### config.mk
export PLATFORM = sky130hd
export DESIGN_NAME = cid_top
export DESIGN_NICKNAME = d
export VERILOG_FILES = /design/src/core/cid_pkg.sv /design/src/core/cid_if.sv /design/src/core/cid_decades.sv /design/src/core/cid_decimal.sv /design/src/core/cid_top.sv
export SDC_FILE = /design/constraint.sdc
export NUM_CORES = 1
export LEC_CHECK = 0
export ABC_AREA = 1
export BUFFER_PORTS_ARGS = -buffer_cell sky130_fd_sc_hd__clkbuf_2
export CORE_MARGIN = 1.5
export CORE_UTILIZATION = 46
export DETAILED_ROUTE_END_ITERATION = 12
export RECOVER_POWER = 50
export SLEW_MARGIN = 5
export SYNTH_ARGS = -nofsm -noshare
export SYNTH_HDL_FRONTEND = slang
export SYNTH_SLANG_ARGS = --single-unit
### constraint.sdc
create_clock -name clock -period 8.5 [get_ports clock]
set_input_delay 0.85 -clock clock [delete_from_list [all_inputs] [get_ports clock]]
set_output_delay 0.85 -clock clock [all_outputs]
set_load 0.03 [all_outputs]
### src/core/cid_pkg.sv
// Summary of operation
// - Reset pulse clears every decade to zero.
// - Preset pulse sets chosen 1-2-2'-4 bits only.
// - Volt function forwards converter pulses to units.
// - Frequency function forwards conditioned input pulses.
// - Pulses count only while counter gate open.
// - Manual START sets gate to measurement enable.
// - Manual STOP sets gate to measurement inhibit.
// - Decimal from function, range and sample period.
// - Frequency period selects one of three positions.
// - At most one decimal position line asserted.
// - No position line means incomplete program indication.
// - Incomplete, not freq-manual: blank and top range.
// - Freq-manual blanks decimals without top range.
// - Period picks 100, 10 or 1 Hz time base.
// - Selected time-base rising edge times the gate.
// - Times-ten gain shifts decimal, maybe lights milli.
// - 1 V, 0.01 s, x1 gives fourth line.
// - 1 V, 0.01 s, x10 gives second line, milli.
// - 1 V, 1 s, x10 gives fifth line.
package cid_pkg;

	localparam int DECADES = 6;
	localparam int DIGIT_W = 4;
	localparam int CNT_W   = DECADES * DIGIT_W;
	localparam int NPOS    = 5;

	// Bit positions inside one decade, weighted 1, 2, 2' and 4.
	localparam int BIT_W1  = 0;
	localparam int BIT_W2  = 1;
	localparam int BIT_W2P = 2;
	localparam int BIT_W4  = 3;
	localparam logic [3:0] DIGIT_LAST = 4'h9;
	localparam logic [3:0] DIGIT_ZERO = 4'h0;

	localparam logic [1:0] FN_VOLT = 2'h1;
	localparam logic [1:0] FN_FREQ = 2'h2;

	localparam logic [2:0] RNG_0P1  = 3'h0;
	localparam logic [2:0] RNG_1000 = 3'h4;

	localparam logic [2:0] PER_10MS  = 3'h0;
	localparam logic [2:0] PER_100MS = 3'h1;
	localparam logic [2:0] PER_1S    = 3'h2;
	localparam logic [2:0] PER_START = 3'h3;
	localparam logic [2:0] PER_STOP  = 3'h4;

	// Fraction-digit arithmetic for decimal placement.
	localparam int FRAC_BASE_VOLT  = 4;
	localparam int FRAC_BASE_FREQ  = 1;
	localparam int MILLI_LIMIT     = 5;
	localparam int GAIN_MILLI_LIMIT = 4;
	localparam int MILLI_FOLD      = 2;

	// Synchronised pin vector layout.
	localparam int PIN_RESET  = 0;
	localparam int PIN_PRESET = 1;
	localparam int PIN_VFC    = 2;
	localparam int PIN_FREQ   = 3;
	localparam int PIN_GAIN   = 4;
	localparam int PIN_FN_LO  = 5;
	localparam int PIN_RNG_LO = 7;
	localparam int PIN_PER_LO = 10;
	localparam int PIN_W      = 13;
	localparam int EDGE_W     = 4;

	// Time base.
	localparam int CLK_PERIOD_NS  = 10;
	localparam int TB_100HZ_NS    = 10_000_000;
	localparam int TB_DIV_DEFAULT = TB_100HZ_NS / CLK_PERIOD_NS;
	localparam int PRESCALE_W     = 20;

	function automatic logic [3:0] cid_code2dec(input logic [3:0] c);
		logic [3:0] s;
		s = 4'h0;
		if (c[BIT_W1]) s = s + 4'h1;
		if (c[BIT_W2]) s = s + 4'h2;
		if (c[BIT_W2P]) s = s + 4'h2;
		if (c[BIT_W4]) s = s + 4'h4;
		return s;
	endfunction

	function automatic logic [3:0] cid_dec2code(input logic [3:0] d);
		logic [3:0] c;
		c = 4'h0;
		unique case (d)
			4'h4: c = 4'h8;
			4'h5: c = 4'h9;
			4'h6: c = 4'ha;
			4'h7: c = 4'hb;
			4'h8: c = 4'he;
			4'h9: c = 4'hf;
			default: c = d;
		endcase
		return c;
	endfunction

endpackage

### src/core/cid_if.sv
`timescale 1ns/1ns
interface cid_cnt_if;
	import cid_pkg::*;
	logic             clear;
	logic             preset_stb;
	logic [CNT_W-1:0] preset_bits;
	logic             inc;
	logic [CNT_W-1:0] bcd;
	modport ctrl    (output clear, output preset_stb, output preset_bits, output inc, input bcd);
	modport counter (input clear, input preset_stb, input preset_bits, input inc, output bcd);
endinterface

interface cid_dp_if;
	logic [1:0]       func;
	logic [2:0]       rng;
	logic [2:0]       per;
	logic             gain;
	logic [4:0]       lines;
	logic             blank;
	logic             r1000;
	logic             milli;
	modport ctrl  (output func, output rng, output per, output gain,
		input lines, input blank, input r1000, input milli);
	modport logic_side (input func, input rng, input per, input gain,
		output lines, output blank, output r1000, output milli);
endinterface

### src/core/cid_decades.sv
`timescale 1ns/1ns
module cid_decades
	import cid_pkg::*;
(
	input wire logic clock,            // System clock.
	input wire logic rst_n,            // Synchronous reset, active low.
	cid_cnt_if.counter bus             // Counter control and count.
);

	typedef struct packed {
		logic [CNT_W-1:0] bcd;
	} cid_cnt_state_t;

	cid_cnt_state_t r;
	cid_cnt_state_t next_r;
	logic [DECADES:0]  carry;
	logic [CNT_W-1:0]  adv;

	assign carry[0] = bus.inc;

	// Each decade advances on its carry and passes a carry when it wraps.
	genvar k;
	generate
		for (k = 0; k < DECADES; k++) begin : g_dec
			logic [3:0] d;
			assign d = cid_code2dec(r.bcd[k*DIGIT_W +: DIGIT_W]);
			assign carry[k+1] = carry[k] && (d >= DIGIT_LAST);
			assign adv[k*DIGIT_W +: DIGIT_W] = !carry[k] ? r.bcd[k*DIGIT_W +: DIGIT_W] :
				(d >= DIGIT_LAST) ? DIGIT_ZERO : cid_dec2code(d + 4'h1);
		end
	endgenerate

	always_comb begin
		next_r = r;
		if (bus.clear) begin
			next_r.bcd = '0;
		end else if (bus.preset_stb) begin
			next_r.bcd = r.bcd | bus.preset_bits;
		end else begin
			next_r.bcd = adv;
		end
	end

	always_ff @(posedge clock) begin
		if (!rst_n) begin
			r <= '0;
		end else begin
			r <= next_r;
		end
	end

	assign bus.bcd = r.bcd;

endmodule

### src/core/cid_decimal.sv
`timescale 1ns/1ns
module cid_decimal
	import cid_pkg::*;
(
	cid_dp_if.logic_side dp           // Switch settings in, decimal controls out.
);

	always_comb begin
		int  f;
		logic ok;
		logic mil;
		logic timed;
		logic manual;
		logic freq_man;
		logic incomplete;
		f = 0;
		ok = 1'b0;
		mil = 1'b0;
		incomplete = 1'b0;
		timed = (dp.per == PER_10MS) || (dp.per == PER_100MS) || (dp.per == PER_1S);
		manual = (dp.per == PER_START) || (dp.per == PER_STOP);
		freq_man = (dp.func == FN_FREQ) && manual;
		if ((dp.func == FN_FREQ) && timed) begin
			f = FRAC_BASE_FREQ + int'(dp.per);
			ok = 1'b1;
		end else if ((dp.func == FN_VOLT) && timed && (dp.rng <= RNG_1000)) begin
			f = FRAC_BASE_VOLT - int'(dp.rng) + int'(dp.per);
			if (f >= MILLI_LIMIT) begin
				f = f - MILLI_FOLD;
				mil = 1'b1;
			end
			if (dp.gain) begin
				if (mil) begin
					f = f + 1;
				end else if (f + 1 >= GAIN_MILLI_LIMIT) begin
					f = f + 1 - MILLI_FOLD - 1;
					mil = 1'b1;
				end else begin
					f = f + 1;
				end
			end
			ok = 1'b1;
		end
		ok = ok && (f >= 0) && (f < NPOS);
		incomplete = !ok;
		for (int i = 0; i < NPOS; i++) begin
			dp.lines[i] = ok && !freq_man && (f == i);
		end
		dp.blank = incomplete || freq_man;
		dp.r1000 = incomplete && !freq_man;
		dp.milli = ok && mil && !freq_man;
	end

endmodule

### src/core/cid_top.sv
`timescale 1ns/1ns
module cid_top
	import cid_pkg::*;
#(
	parameter int TB_DIV = TB_DIV_DEFAULT   // Clock cycles per 100 Hz time-base tick.
)(
	input  wire logic             clock,                   // 100 MHz system clock.
	input  wire logic             rst_n,                   // Synchronous reset, active low.
	input  wire logic             counter_reset_pin,       // Counter reset pulse, high.
	input  wire logic             preset_pin,              // Preset strobe, high.
	input  wire logic [CNT_W-1:0] preset_bits,             // Bits to set per decade.
	input  wire logic             vfc_pulse,               // Converter pulse train.
	input  wire logic             freq_pulse,              // Conditioned input pulses.
	input  wire logic [1:0]       func_sel,                // Function switch.
	input  wire logic [2:0]       range_sel,               // Voltage range switch.
	input  wire logic [2:0]       period_sel,              // Sample period switch.
	input  wire logic             gain_times_ten_line,     // Amplifier at x10 gain.
	output logic      [CNT_W-1:0] count_bcd,               // Six decades of count.
	output logic                  counter_gate_flipflop,   // High while counting.
	output logic                  timebase_event,          // Selected time-base edge.
	output logic      [NPOS-1:0]  decimal_position_lines,  // One-hot decimal place.
	output logic                  decimal_blank_line,      // Blanks all decimals.
	output logic                  range_1000_cmd,          // Forces top attenuator range.
	output logic                  milli_indicator          // Lights the milli legend.
);

	typedef struct packed {
		logic [PIN_W-1:0]      s1;
		logic [PIN_W-1:0]      s2;
		logic [EDGE_W-1:0]     s3;
		logic [CNT_W-1:0]      pre1;
		logic [CNT_W-1:0]      pre2;
		logic [PRESCALE_W-1:0] prescale;
		logic [3:0]            div10;
		logic [3:0]            div1;
		logic                  gate;
		logic                  tb_event;
		logic                  cnt_clear;
		logic                  cnt_preset;
		logic                  cnt_inc;
		logic [NPOS-1:0]       lines;
		logic                  blank;
		logic                  r1000;
		logic                  milli;
	} cid_state_t;

	localparam logic [PRESCALE_W-1:0] PRESCALE_LAST = PRESCALE_W'(TB_DIV - 1);

	cid_state_t r;
	cid_state_t next_r;
	logic [PIN_W-1:0] pins;

	cid_cnt_if cnt ();
	cid_dp_if  dp ();

	////////////////////////////////////////////////////////////////////////////////

	// Every pin goes through two flip-flops before any logic reads it.
	assign pins = {period_sel, range_sel, func_sel, gain_times_ten_line,
		freq_pulse, vfc_pulse, preset_pin, counter_reset_pin};

	assign dp.func = r.s2[PIN_FN_LO +: 2];
	assign dp.rng  = r.s2[PIN_RNG_LO +: 3];
	assign dp.per  = r.s2[PIN_PER_LO +: 3];
	assign dp.gain = r.s2[PIN_GAIN];

	assign cnt.clear       = r.cnt_clear;
	assign cnt.preset_stb  = r.cnt_preset;
	assign cnt.preset_bits = r.pre2;
	assign cnt.inc         = r.cnt_inc;

	cid_decimal u_decimal (
		.dp (dp.logic_side)
	);

	cid_decades u_decades (
		.clock (clock),
		.rst_n (rst_n),
		.bus   (cnt.counter)
	);

	////////////////////////////////////////////////////////////////////////////////

	always_comb begin
		logic [EDGE_W-1:0] rise;
		logic [2:0]        per;
		logic [1:0]        fn;
		logic              t100;
		logic              t10;
		logic              t1;
		logic              ev;
		logic              src;
		rise = '0;
		per = '0;
		fn = '0;
		t100 = 1'b0;
		t10 = 1'b0;
		t1 = 1'b0;
		ev = 1'b0;
		src = 1'b0;
		next_r = r;
		next_r.s1 = pins;
		next_r.s2 = r.s1;
		next_r.s3 = r.s2[EDGE_W-1:0];
		next_r.pre1 = preset_bits;
		next_r.pre2 = r.pre1;
		rise = r.s2[EDGE_W-1:0] & ~r.s3;
		per = r.s2[PIN_PER_LO +: 3];
		fn = r.s2[PIN_FN_LO +: 2];

		// Decade time-base dividers give 100, 10 and 1 Hz ticks.
		t100 = (r.prescale == PRESCALE_LAST);
		t10 = t100 && (r.div10 == DIGIT_LAST);
		t1 = t10 && (r.div1 == DIGIT_LAST);
		next_r.prescale = t100 ? '0 : r.prescale + PRESCALE_W'(1);
		if (t100) begin
			next_r.div10 = (r.div10 == DIGIT_LAST) ? DIGIT_ZERO : r.div10 + 4'h1;
		end
		if (t10) begin
			next_r.div1 = (r.div1 == DIGIT_LAST) ? DIGIT_ZERO : r.div1 + 4'h1;
		end

		// Only the divider output matching the period reaches the gate.
		ev = ((per == PER_10MS) && t100) ||
			((per == PER_100MS) && t10) ||
			((per == PER_1S) && t1);
		next_r.tb_event = ev;

		// Gate control: reset closes, manual switch forces, time base toggles.
		if (rise[PIN_RESET]) begin
			next_r.gate = 1'b0;
		end else if (per == PER_START) begin
			next_r.gate = 1'b1;
		end else if (per == PER_STOP) begin
			next_r.gate = 1'b0;
		end else if (ev) begin
			next_r.gate = !r.gate;
		end else if (per > PER_STOP) begin
			next_r.gate = 1'b0;
		end

		// Counter input path chosen by function.
		if (fn == FN_VOLT) begin
			src = rise[PIN_VFC];
		end else if (fn == FN_FREQ) begin
			src = rise[PIN_FREQ];
		end else begin
			src = 1'b0;
		end
		next_r.cnt_inc = src && r.gate;
		next_r.cnt_clear = rise[PIN_RESET];
		next_r.cnt_preset = rise[PIN_PRESET];

		// Decimal controls are registered from the synchronised switches.
		next_r.lines = dp.lines;
		next_r.blank = dp.blank;
		next_r.r1000 = dp.r1000;
		next_r.milli = dp.milli;
	end

	always_ff @(posedge clock) begin
		if (!rst_n) begin
			r <= '0;
		end else begin
			r <= next_r;
		end
	end

	////////////////////////////////////////////////////////////////////////////////

	assign count_bcd              = cnt.bcd;
	assign counter_gate_flipflop  = r.gate;
	assign timebase_event         = r.tb_event;
	assign decimal_position_lines = r.lines;
	assign decimal_blank_line     = r.blank;
	assign range_1000_cmd         = r.r1000;
	assign milli_indicator        = r.milli;

endmodule

# == After elaboration in Yosys (flattened, before gate mapping) ==
# Cells that the tools add are included.
# word_totals
reg_bits,143
inputBits,39
out_inout_bits,34
elab_cells,238
# classes
addsub,34
n_lt_le_gt_ge,12
n_eq_ne,49
muxes,69
bitwise,4
reduce_logical,47
# op_table
op,count
$mux W32,8
$pmux W4 S6,6
$mux W4,32
$eq A4 B3 Y1 const B,24
$eq A32 B3 Y1 const B,2
$ge A32 B4 Y1 const B,2
$sub A32 B3 Y32 const B,2
$eq A4 B4 Y1 const B,14
$add A32 B2 Y32 const B,1
$add A32 B4 Y32,1
$add A4 B1 Y4 const B,8
$eq A32 B2 Y1 const B,1
$eq A32 B4 Y1 const B,1
$ge A32 B1 Y1 const B,1
$logic_not A32 Y1,1
$lt A32 B4 Y1 const B,1
$sub A32 B2 Y32 const B,1
$logic_and A1 B1 Y1,26
$add A4 B2 Y4 const B,6
$add A4 B3 Y4 const B,6
$ge A4 B4 Y1 const B,6
$mux W24,1
$or A24 B24 Y24,1
$mux W1,22
21 further kinds,41

# == Depth between registers and ports, before layout ==
# logic_depth
word_depth,20
ltp_mapped,39
mapped_depth_nobuf,38

# == By module ==
# Synthesis repeated with hierarchy kept, for this count alone.
# hier_totals
hier_cells,1275
area_unflattened_um2,8858.5
# modules_own_cells
module,instances,cells_each,area_per_inst_um2,seq_area_each_um2
cid_top,1,522,4192.8,2382.3
cid_decades,1,414,2765.2,480.5
cid_decimal,1,339,1900.6,0.0

# == Least setup slack after synthesis ==
# OpenSTA, ideal clock, no wires.
# synth_path
path_type,register to register
from,register r (netlist bit dp.rng[0])
to,register r (netlist bit decimal_blank_line)
arrival_time_ps,4454
required_time_ps,8380
path_slack_ps,3926
path_stages_with_launch,38
n_path_buf,1
period_less_slack_ps,4574
cell_sequence,dfxtp_1 inv_1 ha_1 inv_1 ha_1 inv_1 ha_1 and3_1 o21ai_0 ha_1 nand2_1 inv_2 nand3_2 nor2_2 nand3_4 buf_6 nand3_2 and2_1 [... 2 more ...] nor2_2 nand3_2 nor2_2 nand2_1 nand2_2 nand3_1 nor2_2 nand3_2 nand3_2 nand2_2 nand2_1 nand3_2 nand2_2 nand3_2 nand2_2 nand4_4 nor2_1 nor2_1
# synth_via
elab_chain_cells,19
# synth_rtl
item,line_no,rtl
"start, declared",cid_top.sv:49,cid_state_t r;
"start signal, assigned",cid_top.sv:165,r <= next_r;
$sub A3 B3 Y4,cid_decimal.sv:27,f = FRAC_BASE_VOLT - int'(dp.rng) + int'(dp.per);
$add A32 B4 Y32,cid_decimal.sv:27,
$sub A32 B3 Y32 or $ge A32 B4 Y1 (tied branches),"cid_decimal.sv:29, cid_decimal.sv:28",
$mux W32,cid_decimal.sv:28,if (f >= MILLI_LIMIT) begin
$mux W32,cid_decimal.sv:26,end else if ((dp.func == FN_VOLT) && timed && (dp.rng <= RNG_1000)) begin
$mux W32,cid_decimal.sv:23,if ((dp.func == FN_FREQ) && timed) begin
$add A32 B2 Y32,--,
$sub A32 B3 Y32,cid_decimal.sv:36,f = f + 1 - MILLI_FOLD - 1;
[... 3 more ...],--,
$mux W32,cid_decimal.sv:32,if (dp.gain) begin
$mux W32,cid_decimal.sv:26,
$mux W32,cid_decimal.sv:23,
$ge A32 B1 Y1,cid_decimal.sv:44,ok = ok && (f >= 0) && (f < NPOS);
$logic_and A1 B1 Y1,cid_decimal.sv:44,
$logic_and A1 B1 Y1 (*),cid_decimal.sv:44,
$logic_not A1 Y1 (*),cid_decimal.sv:45,incomplete = !ok;
$logic_or A1 B1 Y1 (*),cid_decimal.sv:49,dp.blank = incomplete || freq_man;
# Mark *: on every way between the ends. The rest lies on a longest branch, timed or not. The select of a mux whose other input is x is not followed.
# A chain may end at the register's enable or synchronous reset.

# == Worst setup path in the final report ==
# layout_path
from,register r (netlist bit dp.rng[0])
to,register r (netlist bit decimal_position_lines[3])
# layout_via
elab_chain_cells,19
# layout_rtl
item,line_no,rtl
$sub A3 B3 Y4,cid_decimal.sv:27,
$add A32 B4 Y32,cid_decimal.sv:27,
$sub A32 B3 Y32 or $ge A32 B4 Y1 (tied branches),"cid_decimal.sv:29, cid_decimal.sv:28",
$mux W32,cid_decimal.sv:28,
$mux W32,cid_decimal.sv:26,
$mux W32,cid_decimal.sv:23,
$add A32 B2 Y32,--,
$sub A32 B3 Y32,cid_decimal.sv:36,
[... 2 more ...],--,
$mux W32,cid_decimal.sv:33,if (mil) begin
$mux W32,cid_decimal.sv:32,
$mux W32,cid_decimal.sv:26,
$mux W32,cid_decimal.sv:23,
$ge A32 B1 Y1,cid_decimal.sv:44,
$logic_and A1 B1 Y1 (2 in series),cid_decimal.sv:44,
$logic_and A1 B1 Y1,cid_decimal.sv:47,dp.lines[i] = ok && !freq_man && (f == i);
$logic_and A1 B1 Y1 (*),cid_decimal.sv:47,
# Marks and branches as above.

==> results.yml <==
cts:
  post_cts_resized: 0
  cts_made_buffers: 17
  cts-root-buf: "clkbuf_16"
  cts_tree: "yes"
  hold_buffers: 0
  clk_pin_slew_worst_paths_ns: 0.06
  worstSkewPairLatency_ns: 0.43
  cts.sinks: 143
  ctsLongestPathBuffers: 2
  htree_levels: 4
  cts_setup_buffers: 0
global_route:
  antenna_found_initial: 0
  grt_pass1_wl_um: 33900
  grt-ovfl-total: 0
  grt_max_degree: 51
  gr-usage-all-layers_pct: 21.2
  grt_pass1_vias: 7300
timing:
  tightest_slew_ns: 2.14
  maxSlewHeadroom_pct: -42.9
  final_max_slew_viol_count: 93
  rsz0062_at_grt: "false"
  finalCritPeriodShare_pct: 64.2
  max_freq_ghz: 0.183
  setup_viol: 0
  tns_ns: 0
  fin_skew_ns: 0.0113
  min_period_ns: 5.46
  hold_viol: 0
final_layout:
  drive_gt1_share_pct: 11.7
  fill_cells: 1779
  n_antenna_cell: 0
  fin_cells: 1557
  area_growth_pct: 12.6
  layout.nets: 1420
placed_design:
  dpl.hpwl_um: 15100
  placedCellCount: 1527
  gp_congestion: 0.918
  io_buffer_count: 72
logic_synthesis:
  syn_nets: 1358
  ys_warn_count: 0
  synthDistinctLibCells: 48
  ys_seq_area_share_pct: 33.1
  synth_ff_type: "dfxtp_1"
  synth_area_um2: 8640
  synthArstFlopShare_pct: 0
  yosys.area.top_type: "dfxtp_1"
  synth-seq-cells: 143
  synthCells: 1255
  avgSynthCellArea_um2: 6.88
  synth_most_common_cell: "nand2_1"
  synthTopCellsByArea: "dfxtp_1 (33%), nand2_1 (12%), inv_1 (10%), ha_1 (9.1%), nor2_1 (4.6%)"
  yosys-top-cells-count: "nand2_1 (271), inv_1 (234), dfxtp_1 (143)"
  synth_top_area_share_pct: 33.1
  synth_edf_count: 0
power:
  total_leakage_power_nw: 5.17
  clockPowerShare_pct: 42.7
  pwr-share-comb_pct: 18.1
  power_density_nw_per_um2: 184
  ir_drop_mv: 0.166
  power_switching_w: 0.000521
  sw_frac_of_total_pct: 29.1
  power_frac_seq_pct: 39.1
  p_int_w: 0.00127
worst_setup_path:
  crit_path_end_kind: "flip-flop"
  arrival_ns: 5.80
  start_kind: "flip-flop"
  crit_fanout: 22
  cpMaxStageDelayCell: "ha_1"
  crit_top_cell: "nand2_1"
  critPathKind: "reg2reg"
  cp.required_ns: 8.84
  max_stage_delay_ns: 0.38
detailed_routing:
  antenna_left: 0
  drt_first_pass_iters: 8
  viasPerCell: 5.03
  avgRoutedWirePerCell_um: 12.9
  totalWireLength_um: 20000
  first_iter_violations: 448
  drc: 0
  via_count: 7828
run_status:
  violations: "capacitance limit, slew limit"
  run_status: "complete, but fails checks"
die:
  io_pins: 73
  die_w_um: 140
  die_h_um: 140
  num_rows: 49
  core_um2: 18200
  dieArea_um2: 19600
  start_util_pct: 47.4
worst_hold_path:
  hold_path_class: "reg2reg"
flow_run:
  drv_cap: 2
==> cells by family (layout without fill, tap and decap cells) <==
logic type	Yosys count	after routing	synth area share, %
AND/OR/NAND/NOR	566	566	30.4
buffers and inverters	275	348	12.5
AO/OA/AOI/OAI	185	185	12.3
flip-flops	143	143	33.1
adder cells (fa/ha/maj)	64	64	9.36
XOR/XNOR	22	22	2.23
==> through the flow <==
stage | hold WS (ns) | utilization, % | area, um2 | total power (W) | setup slack [ns]
final | 0.380 | 53.4 | 9730 | 0.00179 | 3.04
after global routing | 0.422 | 53.4 | 9730 | 0.00188 | 2.45
after CTS | 0.385 | 53.5 | 9740 | 0.00181 | 3.09
after detailed placement | 0.376 | 50.2 | 9150 | 0.00104 | 3.12
after global placement | 0.374 | 50.2 | 9150 | 0.00104 | 3.28
after floorplan | 0.368 | - | 8640 | 0.000969 | 3.93
==> critical path: cells and delay by family (launching register included) <==
family	cells	cell delay, ns
DFF	1	0.34
adders and majority gates	5	1.28
buffers and inverters	4	0.24
xor gates and xnor gates	1	0.14
and+or+nand+nor	19	2.86
AOI/OAI and AO/OA	3	0.47
==> power groups by stage <==
stage / Clock, W / Combinational, W / Sequential [W]
2_1_floorplan: 0 / 0.000251 / 0.000718
3_3_place_gp: 0 / 0.000323 / 0.000716
3_5_place_dp: 0 / 0.000319 / 0.000716
4_1_cts: 0.000784 / 0.000321 / 0.000701
5_1_grt: 0.000813 / 0.000365 / 0.000703
6_report: 0.000765 / 0.000324 / 0.000701
==> final cells by class <==
cell class / instances / area [um2] / share of cell area (%)
Clock buffer: 22 / 464 / 4.77
Clock inverter: 8 / 131 / 1.35
Inverter: 242 / 910 / 9.35
Multi-Input combinational cell: 837 / 4690 / 48.3
Sequential cell: 143 / 2860 / 29.4
Tap cell: 229 / 287 / 2.95
Timing Repair Buffer: 76 / 378 / 3.88
==> metal layers <==
layer / GRT usage, % / part of all wire [%] / vias up / routed length [um]
li1: - / - / 4119 / -
met1: 26.8 / 48 / 3477 / 9540
met2: 35.1 / 45 / 197 / 9090
met3: 4.65 / 4.6 / 35 / 926
met4: 8.53 / 2.4 / 0 / 487
met5: 0 / 0 / - / 0
==> cells in the final DEF (no fill, tap or decap), types with 14 or more instances in the layout <==
master | netlist | final
nand4_1 | 25 | 25
xor2_1 | 17 | 17
a21oi_1 | 47 | 47
nor3_1 | 27 | 27
nand3_1 | 61 | 61
inv_1 | 234 | 234
clkbuf_2 | 0 | 65
ha_1 | 63 | 63
nand3_2 | 14 | 14
a31oi_1 | 15 | 15
o211ai_1 | 16 | 16
nor2_1 | 105 | 105
dfxtp_1 | 143 | 143
nand2_2 | 17 | 17
nand2_1 | 271 | 271
clkbuf_16 | 0 | 17
o21ai_0 | 77 | 77
==> path summary, 6_finish.rpt <==
| check | end | start | slack [ns] | cells after the start |
|---|---|---|---|---|
| min | cnt.preset_stb$_SDFF_PN0_ | r[90]$_SDFF_PN0_ | 0.38 | 1 |
| min reg2reg | cnt.preset_stb$_SDFF_PN0_ | r[90]$_SDFF_PN0_ | 0.38 | 1 |
| max reg2reg | decimal_position_lines[3]$_SDFF_PN0_ | dp.rng[0]$_SDFF_PN0_ | 3.04 | 32 |
| max | decimal_position_lines[3]$_SDFF_PN0_ | dp.rng[0]$_SDFF_PN0_ | 3.04 | 32 |
==> sequential cells by signal (all words and copies together) (netlist names), 2 cells and up <==
register and flops:
r 32, dp.per 3, decimal_position_lines 5, dp.func 2
u_decades.bus.bcd 24, next_r 41, cnt.preset_bits 24, dp.rng 3
Note: power is estimated with default switching activity, not from simulation.
